<file path="src/pkg/lfo_pkg.sv">
// Package: register map, field positions and constants of the 32 kHz control
package lfo_pkg;

	// ---------------------------------------------------------------
	// Register byte addresses
	// ---------------------------------------------------------------
	localparam logic [7:0] ADDR_EXT_XTAL  = 8'h14;
	localparam logic [7:0] ADDR_INT_RC    = 8'h18;
	localparam logic [7:0] ADDR_ULP       = 8'h1C;
	localparam logic [7:0] ADDR_STATUS    = 8'h30;
	localparam logic [7:0] ADDR_IRQ_FLAGS = 8'h34;
	localparam logic [7:0] ADDR_IRQ_MASK  = 8'h38;

	// ---------------------------------------------------------------
	// Field positions
	// ---------------------------------------------------------------
	localparam int BIT_ENABLE     = 1;
	localparam int BIT_PAD_SEL    = 2;
	localparam int BIT_X_OUT_GATE = 3;
	localparam int BIT_I_OUT_GATE = 2;
	localparam int BIT_AMP_CTRL   = 5;
	localparam int BIT_REQ_RUN    = 7;
	localparam int BIT_LOCK       = 12;
	localparam int BIT_ULP_LOCK   = 7;
	localparam int STARTUP_LSB    = 8;
	localparam int TRIM_RC_LSB    = 16;

	// ---------------------------------------------------------------
	// Reset values and writable masks
	// ---------------------------------------------------------------
	localparam logic [31:0] RST_EXT_XTAL = 32'h0000_0080;
	localparam logic [31:0] RST_INT_RC   = 32'h003F_0080;
	localparam logic [31:0] WMASK_EXT    = 32'h0000_17AE;
	localparam logic [31:0] WMASK_RC     = 32'h007F_1786;
	localparam logic [31:0] WMASK_ULP    = 32'h0000_009F;

	// ---------------------------------------------------------------
	// Synchronisation delays in oscillator cycles
	// ---------------------------------------------------------------
	localparam int SYNC_EXT = 3;
	localparam int SYNC_RC  = 2;

	// Status and interrupt bit positions
	localparam int ST_EXT_RDY = 0;
	localparam int ST_RC_RDY  = 1;

	typedef struct packed {
		logic        req_run;
		logic        enable;
		logic [2:0]  startup;
	} lfo_osc_cfg_s;

endpackage : lfo_pkg
</file>
<file path="src/core/lfo_ctrl.sv">
// Control, start-up sequencing and Wishbone registers of 32 kHz oscillators
//
// Functional notes
// - Crystal register lock bit 12 blocks writes
// - Crystal start-up code selects ULP cycle count
// - Crystal ready after three more crystal cycles
// - Request-driven bit: run only when requested
// - Request-driven clear: enabled oscillator always runs
// - Crystal bit 5 drives amplitude control
// - Crystal bit 3 gates 32 kHz output
// - Crystal bit 2 selects crystal or clock pads
// - Bit 1 enables the crystal and RC oscillators
// - RC register lock bit 12 blocks writes
// - RC start-up code selects ULP cycle count
// - RC ready after two more RC cycles
// - RC bit 2 gates 32 kHz output
// - ULP register lock bit 7 blocks writes
// - ULP trim loaded from stored data
// - RC ready rise sets interrupt flag
`timescale 1ns/1ps
module lfo_ctrl #(
	parameter logic [4:0] ULP_TRIM_DEFAULT = 5'h10
) (
	input  wire logic        mclk_in,
	input  wire logic        rst_n_in,
	// Wishbone classic slave
	input  wire logic        wb_cyc_in,
	input  wire logic        wb_stb_in,
	input  wire logic        wb_we_in,
	input  wire logic [7:0]  wb_adr_in,
	input  wire logic [3:0]  wb_sel_in,
	input  wire logic [31:0] wb_dat_in,
	output logic      [31:0] wb_dat_out,
	output logic             wb_ack_out,
	output logic             wb_err_out,
	// Oscillator side, all asynchronous inputs
	input  wire logic        ulp_clk_in,
	input  wire logic        ext_clk_in,
	input  wire logic        rc_clk_in,
	input  wire logic        ext_req_in,
	input  wire logic        rc_req_in,
	input  wire logic [4:0]  ulp_trim_load_in,
	output logic             ext_run_out,
	output logic             ext_amp_ctrl_out,
	output logic             ext_pad_xtal_out,
	output logic             ext_out_gate_out,
	output logic             rc_run_out,
	output logic             rc_out_gate_out,
	output logic [6:0]       rc_trim_out,
	output logic [4:0]       ulp_trim_out,
	output logic             ext_ready_out,
	output logic             rc_ready_out,
	output logic             irq_out
);

	// ---------------------------------------------------------------
	// Reset release and input synchronisers
	// ---------------------------------------------------------------
	logic       rst_q1;
	logic       rst_n;
	logic [4:0] sync1;
	logic [4:0] sync2;
	logic [4:0] sync3;

	always_ff @(posedge mclk_in or negedge rst_n_in)
	begin
		if (!rst_n_in)
		begin
			rst_q1 <= 1'b0;
			rst_n  <= 1'b0;
		end
		else
		begin
			rst_q1 <= 1'b1;
			rst_n  <= rst_q1;
		end
	end

	// Third stage only feeds edge detection, never the first stage
	always_ff @(posedge mclk_in or negedge rst_n)
	begin
		if (!rst_n)
		begin
			sync1 <= 5'h00;
			sync2 <= 5'h00;
			sync3 <= 5'h00;
		end
		else
		begin
			sync1 <= {rc_req_in, ext_req_in, rc_clk_in, ext_clk_in,
				ulp_clk_in};
			sync2 <= sync1;
			sync3 <= sync2;
		end
	end

	wire ulp_tick = sync2[0] & ~sync3[0];
	wire ext_tick = sync2[1] & ~sync3[1];
	wire rc_tick  = sync2[2] & ~sync3[2];
	wire ext_req  = sync2[3];
	wire rc_req   = sync2[4];

	// ---------------------------------------------------------------
	// Registers and bus decode
	// ---------------------------------------------------------------
	logic [31:0] ext_reg;
	logic [31:0] rc_reg;
	logic [7:0]  ulp_reg;
	logic [1:0]  irq_flags;
	logic [1:0]  irq_mask;
	logic        trim_loaded;
	logic [31:0] rd_mux;

	wire [31:0] bmask = {{8{wb_sel_in[3]}}, {8{wb_sel_in[2]}},
		{8{wb_sel_in[1]}}, {8{wb_sel_in[0]}}};
	wire req_now  = wb_cyc_in & wb_stb_in & ~wb_ack_out & ~wb_err_out;
	wire hit_ext  = wb_adr_in == lfo_pkg::ADDR_EXT_XTAL;
	wire hit_rc   = wb_adr_in == lfo_pkg::ADDR_INT_RC;
	wire hit_ulp  = wb_adr_in == lfo_pkg::ADDR_ULP;
	wire hit_st   = wb_adr_in == lfo_pkg::ADDR_STATUS;
	wire hit_flg  = wb_adr_in == lfo_pkg::ADDR_IRQ_FLAGS;
	wire hit_msk  = wb_adr_in == lfo_pkg::ADDR_IRQ_MASK;
	wire mapped   = hit_ext | hit_rc | hit_ulp | hit_st | hit_flg | hit_msk;
	wire wr       = req_now & wb_we_in & mapped;
	wire rd_flags = req_now & ~wb_we_in & hit_flg;

	wire ext_locked = ext_reg[lfo_pkg::BIT_LOCK];
	wire rc_locked  = rc_reg[lfo_pkg::BIT_LOCK];
	wire ulp_locked = ulp_reg[lfo_pkg::BIT_ULP_LOCK];

	// Lock bit ORs in so it can never be cleared by software
	wire [31:0] ext_wm = bmask & lfo_pkg::WMASK_EXT;
	wire [31:0] next_ext = ext_locked ? ext_reg :
		((ext_reg & ~ext_wm) | (wb_dat_in & ext_wm)) |
		(ext_reg & (32'h1 << lfo_pkg::BIT_LOCK));
	wire [31:0] rc_wm = bmask & lfo_pkg::WMASK_RC;
	wire [31:0] next_rc = rc_locked ? rc_reg :
		((rc_reg & ~rc_wm) | (wb_dat_in & rc_wm)) |
		(rc_reg & (32'h1 << lfo_pkg::BIT_LOCK));
	wire [7:0] ulp_wm = bmask[7:0] & lfo_pkg::WMASK_ULP[7:0];
	wire [7:0] next_ulp = ulp_locked ? ulp_reg :
		(ulp_reg & ~ulp_wm) | (wb_dat_in[7:0] & ulp_wm);

	always_ff @(posedge mclk_in or negedge rst_n)
	begin
		if (!rst_n)
		begin
			ext_reg     <= lfo_pkg::RST_EXT_XTAL;
			rc_reg      <= lfo_pkg::RST_INT_RC;
			ulp_reg     <= {3'h0, ULP_TRIM_DEFAULT};
			irq_mask    <= 2'h0;
			trim_loaded <= 1'b0;
		end
		else
		begin
			if (!trim_loaded)
			begin
				ulp_reg[4:0] <= ulp_trim_load_in;
				trim_loaded  <= 1'b1;
			end
			else if (wr && hit_ulp)
				ulp_reg <= next_ulp;
			if (wr && hit_ext)
				ext_reg <= next_ext;
			if (wr && hit_rc)
				rc_reg <= next_rc;
			if (wr && hit_msk && wb_sel_in[0])
				irq_mask <= wb_dat_in[1:0];
		end
	end

	// ---------------------------------------------------------------
	// Start-up sequencers
	// ---------------------------------------------------------------
	function automatic logic [17:0] ext_count(input logic [2:0] code);
		unique case (code)
			3'h0: ext_count = 18'h00001;
			3'h1: ext_count = 18'h00020;
			3'h2: ext_count = 18'h00800;
			3'h3: ext_count = 18'h01000;
			3'h4: ext_count = 18'h04000;
			3'h5: ext_count = 18'h08000;
			3'h6: ext_count = 18'h10000;
			3'h7: ext_count = 18'h20000;
		endcase
	endfunction : ext_count

	function automatic logic [17:0] rc_count(input logic [2:0] code);
		unique case (code)
			3'h0: rc_count = 18'h00003;
			3'h1: rc_count = 18'h00004;
			3'h2: rc_count = 18'h00006;
			3'h3: rc_count = 18'h0000A;
			3'h4: rc_count = 18'h00012;
			3'h5: rc_count = 18'h00022;
			3'h6: rc_count = 18'h00042;
			3'h7: rc_count = 18'h00082;
		endcase
	endfunction : rc_count

	lfo_pkg::lfo_osc_cfg_s ext_cfg;
	lfo_pkg::lfo_osc_cfg_s rc_cfg;
	assign ext_cfg = '{req_run: ext_reg[lfo_pkg::BIT_REQ_RUN],
		enable: ext_reg[lfo_pkg::BIT_ENABLE],
		startup: ext_reg[lfo_pkg::STARTUP_LSB +: 3]};
	assign rc_cfg = '{req_run: rc_reg[lfo_pkg::BIT_REQ_RUN],
		enable: rc_reg[lfo_pkg::BIT_ENABLE],
		startup: rc_reg[lfo_pkg::STARTUP_LSB +: 3]};

	wire ext_run = ext_cfg.enable & (~ext_cfg.req_run | ext_req);
	wire rc_run  = rc_cfg.enable & (~rc_cfg.req_run | rc_req);

	logic [17:0] ext_cnt;
	logic [17:0] rc_cnt;
	logic [1:0]  ext_sync;
	logic [1:0]  rc_sync;
	logic        ext_rdy;
	logic        rc_rdy;
	logic        rc_rdy_q;

	wire ext_cnt_done = ext_cnt == 18'h00000;
	wire rc_cnt_done  = rc_cnt == 18'h00000;

	// Counter reloads while stopped, so every start begins afresh
	always_ff @(posedge mclk_in or negedge rst_n)
	begin
		if (!rst_n)
		begin
			ext_cnt  <= 18'h00000;
			ext_sync <= 2'h0;
			ext_rdy  <= 1'b0;
		end
		else if (!ext_run)
		begin
			ext_cnt  <= ext_count(ext_cfg.startup);
			ext_sync <= 2'h0;
			ext_rdy  <= 1'b0;
		end
		else if (!ext_cnt_done)
		begin
			if (ulp_tick)
				ext_cnt <= ext_cnt - 18'h00001;
		end
		else if (!ext_rdy && ext_tick)
		begin
			if (ext_sync == 2'(lfo_pkg::SYNC_EXT - 1))
				ext_rdy <= 1'b1;
			else
				ext_sync <= ext_sync + 2'h1;
		end
	end

	always_ff @(posedge mclk_in or negedge rst_n)
	begin
		if (!rst_n)
		begin
			rc_cnt  <= 18'h00000;
			rc_sync <= 2'h0;
			rc_rdy  <= 1'b0;
		end
		else if (!rc_run)
		begin
			rc_cnt  <= rc_count(rc_cfg.startup);
			rc_sync <= 2'h0;
			rc_rdy  <= 1'b0;
		end
		else if (!rc_cnt_done)
		begin
			if (ulp_tick)
				rc_cnt <= rc_cnt - 18'h00001;
		end
		else if (!rc_rdy && rc_tick)
		begin
			if (rc_sync == 2'(lfo_pkg::SYNC_RC - 1))
				rc_rdy <= 1'b1;
			else
				rc_sync <= rc_sync + 2'h1;
		end
	end

	// ---------------------------------------------------------------
	// Interrupt flags: set wins over read-clear
	// ---------------------------------------------------------------
	logic ext_rdy_q;
	wire [1:0] rise = {rc_rdy & ~rc_rdy_q, ext_rdy & ~ext_rdy_q};

	always_ff @(posedge mclk_in or negedge rst_n)
	begin
		if (!rst_n)
		begin
			rc_rdy_q  <= 1'b0;
			ext_rdy_q <= 1'b0;
			irq_flags <= 2'h0;
		end
		else
		begin
			rc_rdy_q  <= rc_rdy;
			ext_rdy_q <= ext_rdy;
			irq_flags <= (rd_flags ? 2'h0 : irq_flags) | rise;
		end
	end

	// ---------------------------------------------------------------
	// Bus answer: one cycle after request, error for unmapped address
	// ---------------------------------------------------------------
	assign rd_mux = hit_ext ? {16'h0000, ext_reg[15:0]} :
		hit_rc  ? rc_reg :
		hit_ulp ? {24'h000000, ulp_reg} :
		hit_st  ? {30'h0, rc_rdy, ext_rdy} :
		hit_flg ? {30'h0, irq_flags} :
		hit_msk ? {30'h0, irq_mask} : 32'h0000_0000;

	always_ff @(posedge mclk_in or negedge rst_n)
	begin
		if (!rst_n)
		begin
			wb_ack_out <= 1'b0;
			wb_err_out <= 1'b0;
			wb_dat_out <= 32'h0000_0000;
		end
		else
		begin
			wb_ack_out <= req_now & mapped;
			wb_err_out <= req_now & ~mapped;
			wb_dat_out <= (req_now && !wb_we_in) ? rd_mux : 32'h0000_0000;
		end
	end

	// ---------------------------------------------------------------
	// Outputs to the analog side
	// ---------------------------------------------------------------
	assign ext_run_out      = ext_run;
	assign rc_run_out       = rc_run;
	assign ext_amp_ctrl_out = ext_reg[lfo_pkg::BIT_AMP_CTRL];
	assign ext_pad_xtal_out = ext_reg[lfo_pkg::BIT_PAD_SEL];
	assign ext_out_gate_out = ext_reg[lfo_pkg::BIT_X_OUT_GATE] & ext_run;
	assign rc_out_gate_out  = rc_reg[lfo_pkg::BIT_I_OUT_GATE] & rc_run;
	assign rc_trim_out      = rc_reg[lfo_pkg::TRIM_RC_LSB +: 7];
	assign ulp_trim_out     = ulp_reg[4:0];
	assign ext_ready_out    = ext_rdy;
	assign rc_ready_out     = rc_rdy;
	assign irq_out          = |(irq_flags & irq_mask);

	// ---------------------------------------------------------------
	// Checks
	// ---------------------------------------------------------------
	chk_ext_lock_hold: assert property (@(posedge mclk_in) disable iff (!rst_n)
		ext_locked |=> ext_reg == $past(ext_reg))
		else $error("locked crystal register changed");
	chk_rc_lock_hold: assert property (@(posedge mclk_in) disable iff (!rst_n)
		rc_locked |=> rc_reg == $past(rc_reg))
		else $error("locked rc register changed");
	chk_ulp_lock_hold: assert property (@(posedge mclk_in) disable iff (!rst_n)
		(ulp_locked && trim_loaded) |=> ulp_reg == $past(ulp_reg))
		else $error("locked ulp register changed");
	chk_ready_off_stop: assert property (@(posedge mclk_in) disable iff (!rst_n)
		!ext_run |=> !ext_rdy)
		else $error("crystal ready while stopped");
	chk_run_on_demand: assert property (@(posedge mclk_in) disable iff (!rst_n)
		(ext_cfg.req_run && !ext_req) |-> !ext_run_out)
		else $error("crystal runs without request");
	chk_run_always: assert property (@(posedge mclk_in) disable iff (!rst_n)
		(rc_cfg.enable && !rc_cfg.req_run) |-> rc_run_out)
		else $error("rc not running when enabled");
	chk_rc_irq_rise: assert property (@(posedge mclk_in) disable iff (!rst_n)
		$rose(rc_rdy) |=> irq_flags[lfo_pkg::ST_RC_RDY])
		else $error("rc ready rise lost");
	chk_ext_rdy_sync: assert property (@(posedge mclk_in) disable iff (!rst_n)
		$rose(ext_rdy) |-> $past(ext_cnt_done) && ext_sync == 2'h2)
		else $error("crystal ready before sync delay");
	chk_out_gate: assert property (@(posedge mclk_in) disable iff (!rst_n)
		!ext_reg[lfo_pkg::BIT_X_OUT_GATE] |-> !ext_out_gate_out)
		else $error("crystal output not gated");
	cov_ext_ready: cover property (@(posedge mclk_in) disable iff (!rst_n)
		$rose(ext_rdy));
	cov_rc_ready: cover property (@(posedge mclk_in) disable iff (!rst_n)
		$rose(rc_rdy));
	cov_irq: cover property (@(posedge mclk_in) disable iff (!rst_n)
		$rose(irq_out));

endmodule : lfo_ctrl

</file>
<file path="config.mk">
export PLATFORM = sky130hd
export DESIGN_NAME = lfo_ctrl
export DESIGN_NICKNAME = d
export VERILOG_FILES = /design/src/pkg/lfo_pkg.sv /design/src/core/lfo_ctrl.sv
export SDC_FILE = /design/constraint.sdc
export NUM_CORES = 1
export LEC_CHECK = 0
export BUFFER_PORTS_ARGS = -buffer_cell sky130_fd_sc_hd__buf_2
export CAP_MARGIN = 20
export CORE_MARGIN = 8
export CORE_UTILIZATION = 55
export CTS_CLUSTER_DIAMETER = 100
export DETAILED_ROUTE_END_ITERATION = 6
export PLACE_DENSITY_LB_ADDON = 0.2
export SLEW_MARGIN = 20
export SYNTH_ARGS = -nofsm -noshare
export SYNTH_HDL_FRONTEND = slang
export SYNTH_SLANG_ARGS = --single-unit
export TNS_END_PERCENT = 20
</file>
<file path="constraint.sdc">
create_clock -name mclk_in -period 4.1 [get_ports mclk_in]
set_clock_uncertainty 0.15 [all_clocks]
set_input_delay 0.615 -clock mclk_in [delete_from_list [all_inputs] [get_ports mclk_in]]
set_output_delay 0.615 -clock mclk_in [all_outputs]
set_load 0.03 [all_outputs]
</file>
==> impl_metrics.yaml, run 1 <==
worst_hold_path:
  min_path_type: "input port to register"
yosys:
  ys_ff_latch: 113
  synth_xor_area_share_pct: 3.02
  synth_compound_area_share_pct: 10.7
  synth_edf_count: 0
  synth_top_family_by_area: "simple AND/OR/NAND/NOR gates"
  synthMuxAreaShare_pct: 7.32
  async_flop_share_pct: 100
  syn_area_um2: 5500
  yosysWarnings: 0
  syn_inst: 512
  synth_cell_type_count: 61
  synth_adder_area_share_pct: 2.27
  synth-simple-area-share_pct: 18.4
  syn_avg_cell_area_um2: 10.7
  seq_area_frac_synth_pct: 51.6
  synth_ff_type: "dfrtp_1"
cts:
  clock-sinks: 113
  tritoncts: "yes"
  root_buffer: "clkbuf_8"
  numCtsBuffers: 17
  h-tree-depth: 4
  insertion_delay_ns: 0.51
  clk_path_buf_depth: 2
  clk_pin_slew_worst_paths_ns: 0.06
timing:
  finalWorstSetupSlack_ns: 0.909
  worstMarginPinSlew_ns: 0.937
  rsz0062_at_grt: "false"
  slew_violations: 0
  slew_headroom_pct: 37.4
  fin_tns_setup_ns: 0
  fmax_mhz: 313
  min_period_ns: 3.19
  finalHoldViolations: 0
  period_share_pct: 77.8
  setup_viol: 0
power_and_ir_drop:
  p_int_mw: 2.26
  swShare_pct: 21.4
  clock_power_share_pct: 55.4
  ir_drop_mv: 0.257
  leakagePower_nw: 3.17
  powerDensity_nw_per_um2: 437
  p_sw_uw: 615
  pwr-share-seq_pct: 39.9
  p_comb_share_pct: 4.7
critical_path:
  path_max_fanout: 26
  crit_type: "register to primary output"
  cp.arrival_ns: 2.43
  worstPathRequired_ns: 3.34
  start_kind: "register"
  reg2reg_slack_ns: 1.33
  setup.worst_path.end_class: "primary output"
floorplanning:
  initial_core_util_pct: 56.6
  die_h_um: 116
  die_x_um: 116
  core_area_um2: 9730
  die_area_um2: 13500
  io_pins: 114
  placementRows: 36
detailed_routing:
  postRouteAntennaNets: 0
  wl_mm: 12.5
  drt_iter0_drc: 194
  drc: 0
  avgRoutedWirePerCell_um: 17.0
  vias: 4106
  routed_via_density: 5.57
  dr.pass1.iters: 4
finish:
  layout_commonest_cell: "dfrtp_1"
  syn_to_final_growth_pct: 19.3
  drive_gt1_share_pct: 26.7
  finalNetCount: 660
  diodes: 0
  nFillCells: 777
  final_cell_mix: "dfrtp_1 (103), buf_2 (84), nor2_1 (47)"
place:
  port_buffers: 84
  dp_slack_ns: 1.27
  gp_congestion: 0.836
  hpwl_mm: 8.70
global_route:
  grt_max_degree: 67
  grt_use_total_pct: 19.9
  grt_pass1_wl_mm: 21.2
  grt_pass1_vias: 4444
  antenna_found_initial: 0
  overflow: 0
status:
  status: "completed"
job:
  maxCapViolations: 0
==> area by class of cell <==
class | instances | area, um2 | area share (%)
clock inverter | 13 | 206 | 3.14
tap | 133 | 166 | 2.53
sequential | 113 | 2840 | 43.3
timing repair buffer | 89 | 460 | 7.01
multi-input combinational | 346 | 2360 | 35.9
inverter | 24 | 90.1 | 1.37
clock buffer | 19 | 442 | 6.73
==> per-stage QoR <==
stage                     utilization (%)  power, mW  cells  cell area, um2  hold WS (ns)
after global placement               60.7       1.30    704            5910         0.183
after CTS                            67.5       2.90    737            6570        0.0359
after detailed placement             60.7       1.30    704            5910         0.185
after global routing                 67.5       2.97    737            6570        0.0310
final                                67.5       2.87    737            6570        0.0546
after floorplan                         -       1.26    526            5560         0.169
==> synthesized netlist by cell type, drive strengths merged, types with 2 or more instances <==
master,instances,area [um2]
dfstp,9,236
and4,2,17.5
nand2,12,45.0
nor4b,3,26.3
buf,28,210
or2,3,18.8
a31oi,5,31.3
nand2b,9,56.3
o2111ai,2,17.5
mux2,27,323
and3,13,81.3
nor4,9,86.3
a211oi,3,22.5
or4,7,52.6
nand3b,3,22.5
clkbuf,15,56.3
nor3,13,70.1
a21oi,18,90.1
o31ai,3,22.5
o21ai,23,115
nor2,47,176
dfrtp,104,2600
nand4,5,37.5
xor2,13,114
ha,10,125
conb,2,7.51
inv,22,82.6
clkinv,2,7.51
or3,14,87.6
a22o,3,26.3
o21a,3,22.5
and2,3,18.8
o41ai,5,43.8
o21bai,3,22.5
nor2b,7,43.8
o211ai,10,75.1
nand3,15,75.1
xnor2,6,52.6
a311oi,2,17.5
or4b,3,33.8
nand4b,4,35.0
a22oi,6,45.0
mux2i,8,80.1
==> logic make-up (layout without fill, tap and decap cells) <==
group | after synthesis | after routing
buffers and inverters | 67 | 145
other | 2 | 16
AOI/OAI and AO/OA | 91 | 91
muxes | 35 | 35
DFF | 113 | 113
xor gates and xnor gates | 19 | 19
and+or+nand+nor | 175 | 175
adders and majority gates | 10 | 10
==> power by group through the flow <==
stage | clock network, mW | logic, mW | registers (mW)
6_report | 1.59 | 0.135 | 1.15
3_5_place_dp | 0 | 0.135 | 1.16
5_1_grt | 1.67 | 0.151 | 1.15
3_3_place_gp | 0 | 0.133 | 1.16
4_1_cts | 1.61 | 0.137 | 1.15
2_1_floorplan | 0 | 0.0878 | 1.18
==> worst paths after layout <==
kind | from | end | cells past startpoint
min | ext_req_in | sync1[3] | 1
min reg2reg | sync1[1] | sync2[1] | 0
min in group asynchronous | rst_n | ulp_reg[0] | 1
max reg2reg | rc_cnt[9] | rc_cnt[1] | 5
max in group asynchronous | rst_n | ext_cnt[12] | 1
max | register | ext_out_gate_out | 6
==> timing repair <==
| item | 4_1_cts | 5_1_grt |
|---|---|---|
| setup buffers | 0 | 0 |
| endpoints found under the hold margin | 2 | 0 |
| gates resized for setup | 0 | 0 |
| hold buffers | 1 | 0 |
==> critical path, cell delays in order, from the launching register on <==
cell	delay (ns)
dfstp_2	0.55
nor2b_1	0.15
nand2b_1	0.13
buf_4	0.27
clkinv_1	0.34
and2_1	0.28
buf_2	0.18
==> metal layers <==
metal | vias to the layer above | track usage (%) | part of all wire [%]
met5 | - | 0 | 0
met4 | 0 | 6.74 | 1.2
met3 | 16 | 7.03 | 6.8
met2 | 113 | 33.3 | 49
met1 | 2015 | 23.4 | 43
li1 | 1962 | - | -
Note: power is estimated with default switching activity, not from simulation.
==> inputs of run 2 (changes only) <==
==> constraint.sdc (replaced) <==
create_clock -name mclk_in -period 3.1 [get_ports mclk_in]
set_clock_uncertainty 0.15 [all_clocks]
set_input_delay 0.465 -clock mclk_in [delete_from_list [all_inputs] [get_ports mclk_in]]
set_output_delay 0.465 -clock mclk_in [all_outputs]
set_load 0.03 [all_outputs]
==> run 2 against run 1 <==
  * Hold slack lost 0.034 ns
  * Via count rose by 0.58%
  * Utilization is 0.55 points higher
  * Critical path depth shrank 1
  * Highest routed layer unchanged
  * Critical endpoint is now rc_out_gate_out
  * Setup slack got worse by 0.52 ns
  * Global-route usage rose by 0.28 points
  * Clock-buffer cell count down 2
  * Clock power is 28% higher
  * Largest power group unchanged
  * Register-to-register slack got worse by 0.80 ns
  * Non-clock buffer count rose by 7
  * Cell count increased by 0.95%
==> impl_metrics.yaml, run 2 (synthesized netlist as in run 1, its figures left out) <==
critical_path:
  slowest_stage: "dfstp_2"
  start_kind: "register"
  path_max_fanout: 9
  worstPathRequired_ns: 2.48
  path_cells: "inv_1 -> o21ai_1 -> clkinv_1 -> and2_1 -> buf_2"
  cp.arrival_ns: 2.09
  crit_buf_inv: 3
  max_stage_delay_ns: 0.54
  setup.worst_path.end_class: "primary output"
  cpLargestDelayFamily: "buffers and inverters"
  crit_type: "register to primary output"
global_route:
  grt_pass1_wl_mm: 21.2
  grt_max_degree: 58
  overflow: 0
  grt_use_total_pct: 20.2
  antenna_found_initial: 0
  grt_pass1_vias: 4360
finish:
  final_cell_mix: "dfrtp_1 (103), buf_2 (84), nor2_1 (47)"
  nFillCells: 749
  multi_input_area_um2: 2360
  fin_area_um2: 6620
  drive_gt1_share_pct: 26.7
  syn_to_final_growth_pct: 20.3
  layout.cells.non_filler: 744
  regArea_um2: 2840
  finalNetCount: 667
  layout_commonest_cell: "dfrtp_1"
  diodes: 0
cts:
  cts_resized: 0
  root_buffer: "clkbuf_8"
  clk_pin_slew_worst_paths_ns: 0.06
  clk_path_buf_depth: 2
  insertion_delay_ns: 0.52
  tritoncts: "yes"
  numCtsBuffers: 17
  clock-sinks: 113
  h-tree-depth: 4
timing:
  period_share_pct: 87.4
  min_period_ns: 2.71
  slew_headroom_pct: 52.0
  worstMarginPinSlew_ns: 0.714
  fmax_mhz: 369
  setup_viol: 0
  slew_violations: 0
  finalHoldViolations: 0
  fin_tns_setup_ns: 0
  rsz0062_at_grt: "false"
place:
  placed_cell_area_um2: 5940
  gp_congestion: 0.815
  hpwl_mm: 8.82
  port_buffers: 84
  dp_cells: 706
floorplanning:
  die_x_um: 116
  io_pins: 114
  die_area_um2: 13500
  placementRows: 36
  core_area_um2: 9730
  initial_core_util_pct: 56.6
  die_h_um: 116
status:
  status: "completed"
job:
  maxCapViolations: 0
power_and_ir_drop:
  ir_drop_mv: 0.385
  leakagePower_nw: 3.19
  powerDensity_nw_per_um2: 563
  power_mw: 3.73
detailed_routing:
  vias: 4130
  avgRoutedWirePerCell_um: 17.0
  dr.pass1.iters: 4
  routed_via_density: 5.55
  drt_iter0_drc: 215
  drc: 0
  wl_mm: 12.7
  postRouteAntennaNets: 0
worst_hold_path:
  min_path_type: "input port to register"
-- run 2: cell count changes in the layout (fill, tap and decap cells not counted) --
cell           change
clkinv_2           -2
clkbuf_8           -2
clkinv_4           +5
bufinv_16          -1
dlygate4sd3_1      +5
buf_4              +1
buf_12             +1
-- run 2: layout make-up --
cell class	count	area share (%)
flip-flops and latches	113	42.9
multi-input cells	346	35.6
repair buffers	96	8.13
clock buffers	17	6.25
clock inverters	15	3.17
well taps	133	2.51
inverters	24	1.36
-- run 2: final timing paths --
path	slack, ns	start	endpoint	depth (start not counted)
max in group asynchronous	1.82	rst_n	rc_rdy_q	1
max reg2reg	0.53	rc_cnt[9]	rc_cnt[1]	5
max	0.39	register	rc_out_gate_out	5
min in group asynchronous	0.11	rst_n_in	rst_n	2
min	0.02	ulp_trim_load_in[4]	ulp_reg[4]	3
min reg2reg	0.20	sync1[2]	sync2[2]	0
-- run 2: worst register-to-register path: cells and delay by family (launching register included) --
family / cells / cell delay [ns]
and+or+nand+nor: 2 / 0.87
AOI/OAI and AO/OA: 2 / 0.63
DFF: 1 / 0.44
muxes: 1 / 0.40
-- run 2: metrics by stage --
step / utilization, % / hold WS (ns) / worst slack, ns
after detailed placement: 61.0 / 0.101 / 0.438
after global placement: 61.0 / 0.0997 / 0.463
after floorplan: - / 0.0194 / 0.717
after CTS: 68.1 / 0.0107 / 0.400
final: 68.1 / 0.0209 / 0.390
after global routing: 68.1 / 0.0226 / 0.273
-- run 2: metal layers --
metal / GRT usage (%) / part of all wire [%] / vias to the layer above
li1: - / - / 1979
met1: 23.3 / 44 / 2014
met2: 33.6 / 49 / 129
met3: 7.09 / 6.2 / 8
met4: 8.12 / 1.1 / 0
met5: 0 / 0 / -
-- run 2: where the power goes --
group | internal (mW) | total [mW] | leakage, nW | switching, mW
clock | 1.31 | 2.03 | 0.299 | 0.714
sequential | 1.50 | 1.53 | 1.48 | 0.0289
combinational | 0.0603 | 0.173 | 1.41 | 0.113
total | 2.87 | 3.73 | 3.19 | 0.856
-- run 2: timing repair --
action                     4_1_cts  5_1_grt
setup buffers                    0        0
hold endpoints to repair         7        0
hold buffers                     6        0
setup endpoints to repair        0        0
==> inputs of run 3 (changes only) <==
==> constraint.sdc (replaced) <==
create_clock -name mclk_in -period 2.9 [get_ports mclk_in]
set_clock_uncertainty 0.15 [all_clocks]
set_input_delay 0.435 -clock mclk_in [delete_from_list [all_inputs] [get_ports mclk_in]]
set_output_delay 0.435 -clock mclk_in [all_outputs]
set_load 0.03 [all_outputs]
==> run 3 against run 2 <==
  * Combinational power grew 24%
  * Total power increased by 1.1%
  * First-iteration DRC count rose by 1.4%
  * Critical path type unchanged
  * Critical endpoint is now ext_out_gate_out
==> impl_metrics.yaml, run 3 (synthesized netlist as in run 1, its figures left out) <==
status:
  status: "completed"
cts:
  clk_path_buf_depth: 2
  h-tree-depth: 4
  clock-sinks: 113
  post_cts_buffers: 0
  numCtsBuffers: 17
  tritoncts: "yes"
  holdBufCountCts: 19
  insertion_delay_ns: 0.52
  clk_pin_slew_worst_paths_ns: 0.06
  root_buffer: "clkbuf_8"
  cts_resized: 0
job:
  maxCapViolations: 0
power_and_ir_drop:
  leakagePower_nw: 3.22
  powerDensity_nw_per_um2: 562
  clock_power_share_pct: 51.4
  swShare_pct: 24.5
  ir_drop_mv: 0.436
  pwr-share-seq_pct: 42.9
  p_comb_share_pct: 5.7
  p_sw_uw: 924
  p_int_mw: 2.85
  power_mw: 3.77
floorplanning:
  placementRows: 36
  io_pins: 114
  die_h_um: 116
  initial_core_util_pct: 56.6
  core_area_um2: 9730
  die_x_um: 116
  die_area_um2: 13500
detailed_routing:
  postRouteAntennaNets: 0
  drc: 0
  vias: 4187
  dr.pass1.iters: 4
  drt_iter0_drc: 218
  wl_mm: 12.5
  routed_via_density: 5.51
  avgRoutedWirePerCell_um: 16.5
finish:
  nFillCells: 744
  syn_to_final_growth_pct: 22.0
  layout_commonest_cell: "dfrtp_1"
  final_cell_mix: "dfrtp_1 (103), buf_2 (84), nor2_1 (47)"
  post-route-util_pct: 69.0
  diodes: 0
  finalNetCount: 683
  drive_gt1_share_pct: 26.5
timing:
  rsz0062_at_grt: "false"
  slew_violations: 0
  fmax_mhz: 375
  worst_hold_slack_ns: 0.0198
  min_period_ns: 2.67
  slew_headroom_pct: 55.7
  setup_viol: 0
  worstMarginPinSlew_ns: 0.659
  fin_tns_setup_ns: 0
  finalHoldViolations: 0
  period_share_pct: 92.0
  finalWorstSetupSlack_ns: 0.231
global_route:
  grt_pass1_wl_mm: 21.2
  grt_use_total_pct: 20.1
  antenna_found_initial: 0
  grt_max_degree: 112
  overflow: 0
  grt_pass1_vias: 4453
critical_path:
  path_max_fanout: 9
  setup.worst_path.end_class: "primary output"
  cp.arrival_ns: 2.08
  crit_type: "register to primary output"
  worstPathRequired_ns: 2.32
  start_kind: "register"
place:
  dp_slack_ns: 0.290
  hpwl_mm: 8.54
  gp_congestion: 0.814
  port_buffers: 84
worst_hold_path:
  min_path_type: "input port to register"
[run 3: power groups by stage]
stage,Combinational (mW),Sequential (mW),Clock (mW)
2_1_floorplan,0.124,1.66,0
3_3_place_gp,0.192,1.65,0
3_5_place_dp,0.194,1.65,0
4_1_cts,0.216,1.62,1.98
5_1_grt,0.237,1.62,2.04
6_report,0.215,1.62,1.94
[run 3: final timing paths]
check | endpoint | from | slack, ns | cells past startpoint
hold / removal | register | wb_dat_in[8] | 0.02 | 2
hold reg to reg | sync2[4] | sync1[4] | 0.20 | 0
max in group asynchronous | ext_cnt[9] | rst_n | 1.91 | 1
min in group asynchronous | rst_n | rst_n_in | 0.09 | 2
setup / recovery | ext_out_gate_out | register | 0.23 | 5
setup reg to reg | rc_cnt[11] | rc_cnt[7] | 0.50 | 5
[run 3: critical path, stage by stage, from the launching register on]
cell and delay (ns):
dfstp_2 0.54, nor2b_1 0.16, nand2b_1 0.14, clkinv_1 0.27
and2_1 0.28, buf_2 0.18
[run 3: stage by stage]
stage / instances / cell area [um2]
final: 760 / 6710
after global routing: 760 / 6710
after CTS: 760 / 6710
after detailed placement: 709 / 5960
after global placement: 709 / 5960
after floorplan: 526 / 5560
[run 3: cell type report]
cell class | instances | area, um2 | area share (%)
Sequential cell | 113 | 2840 | 42.3
Multi-Input combinational cell | 346 | 2360 | 35.2
Timing Repair Buffer | 112 | 691 | 10.3
Clock buffer | 18 | 428 | 6.37
Tap cell | 133 | 166 | 2.48
Clock inverter | 14 | 135 | 2.01
Inverter | 24 | 90.1 | 1.34
[run 3: metal layers]
layer,track usage (%),wire [um],up-vias
met1,23.8,5400,2064
met3,6.67,832,9
met5,0,0,-
li1,-,-,1998
met4,8.21,131,0
met2,32.8,6150,116
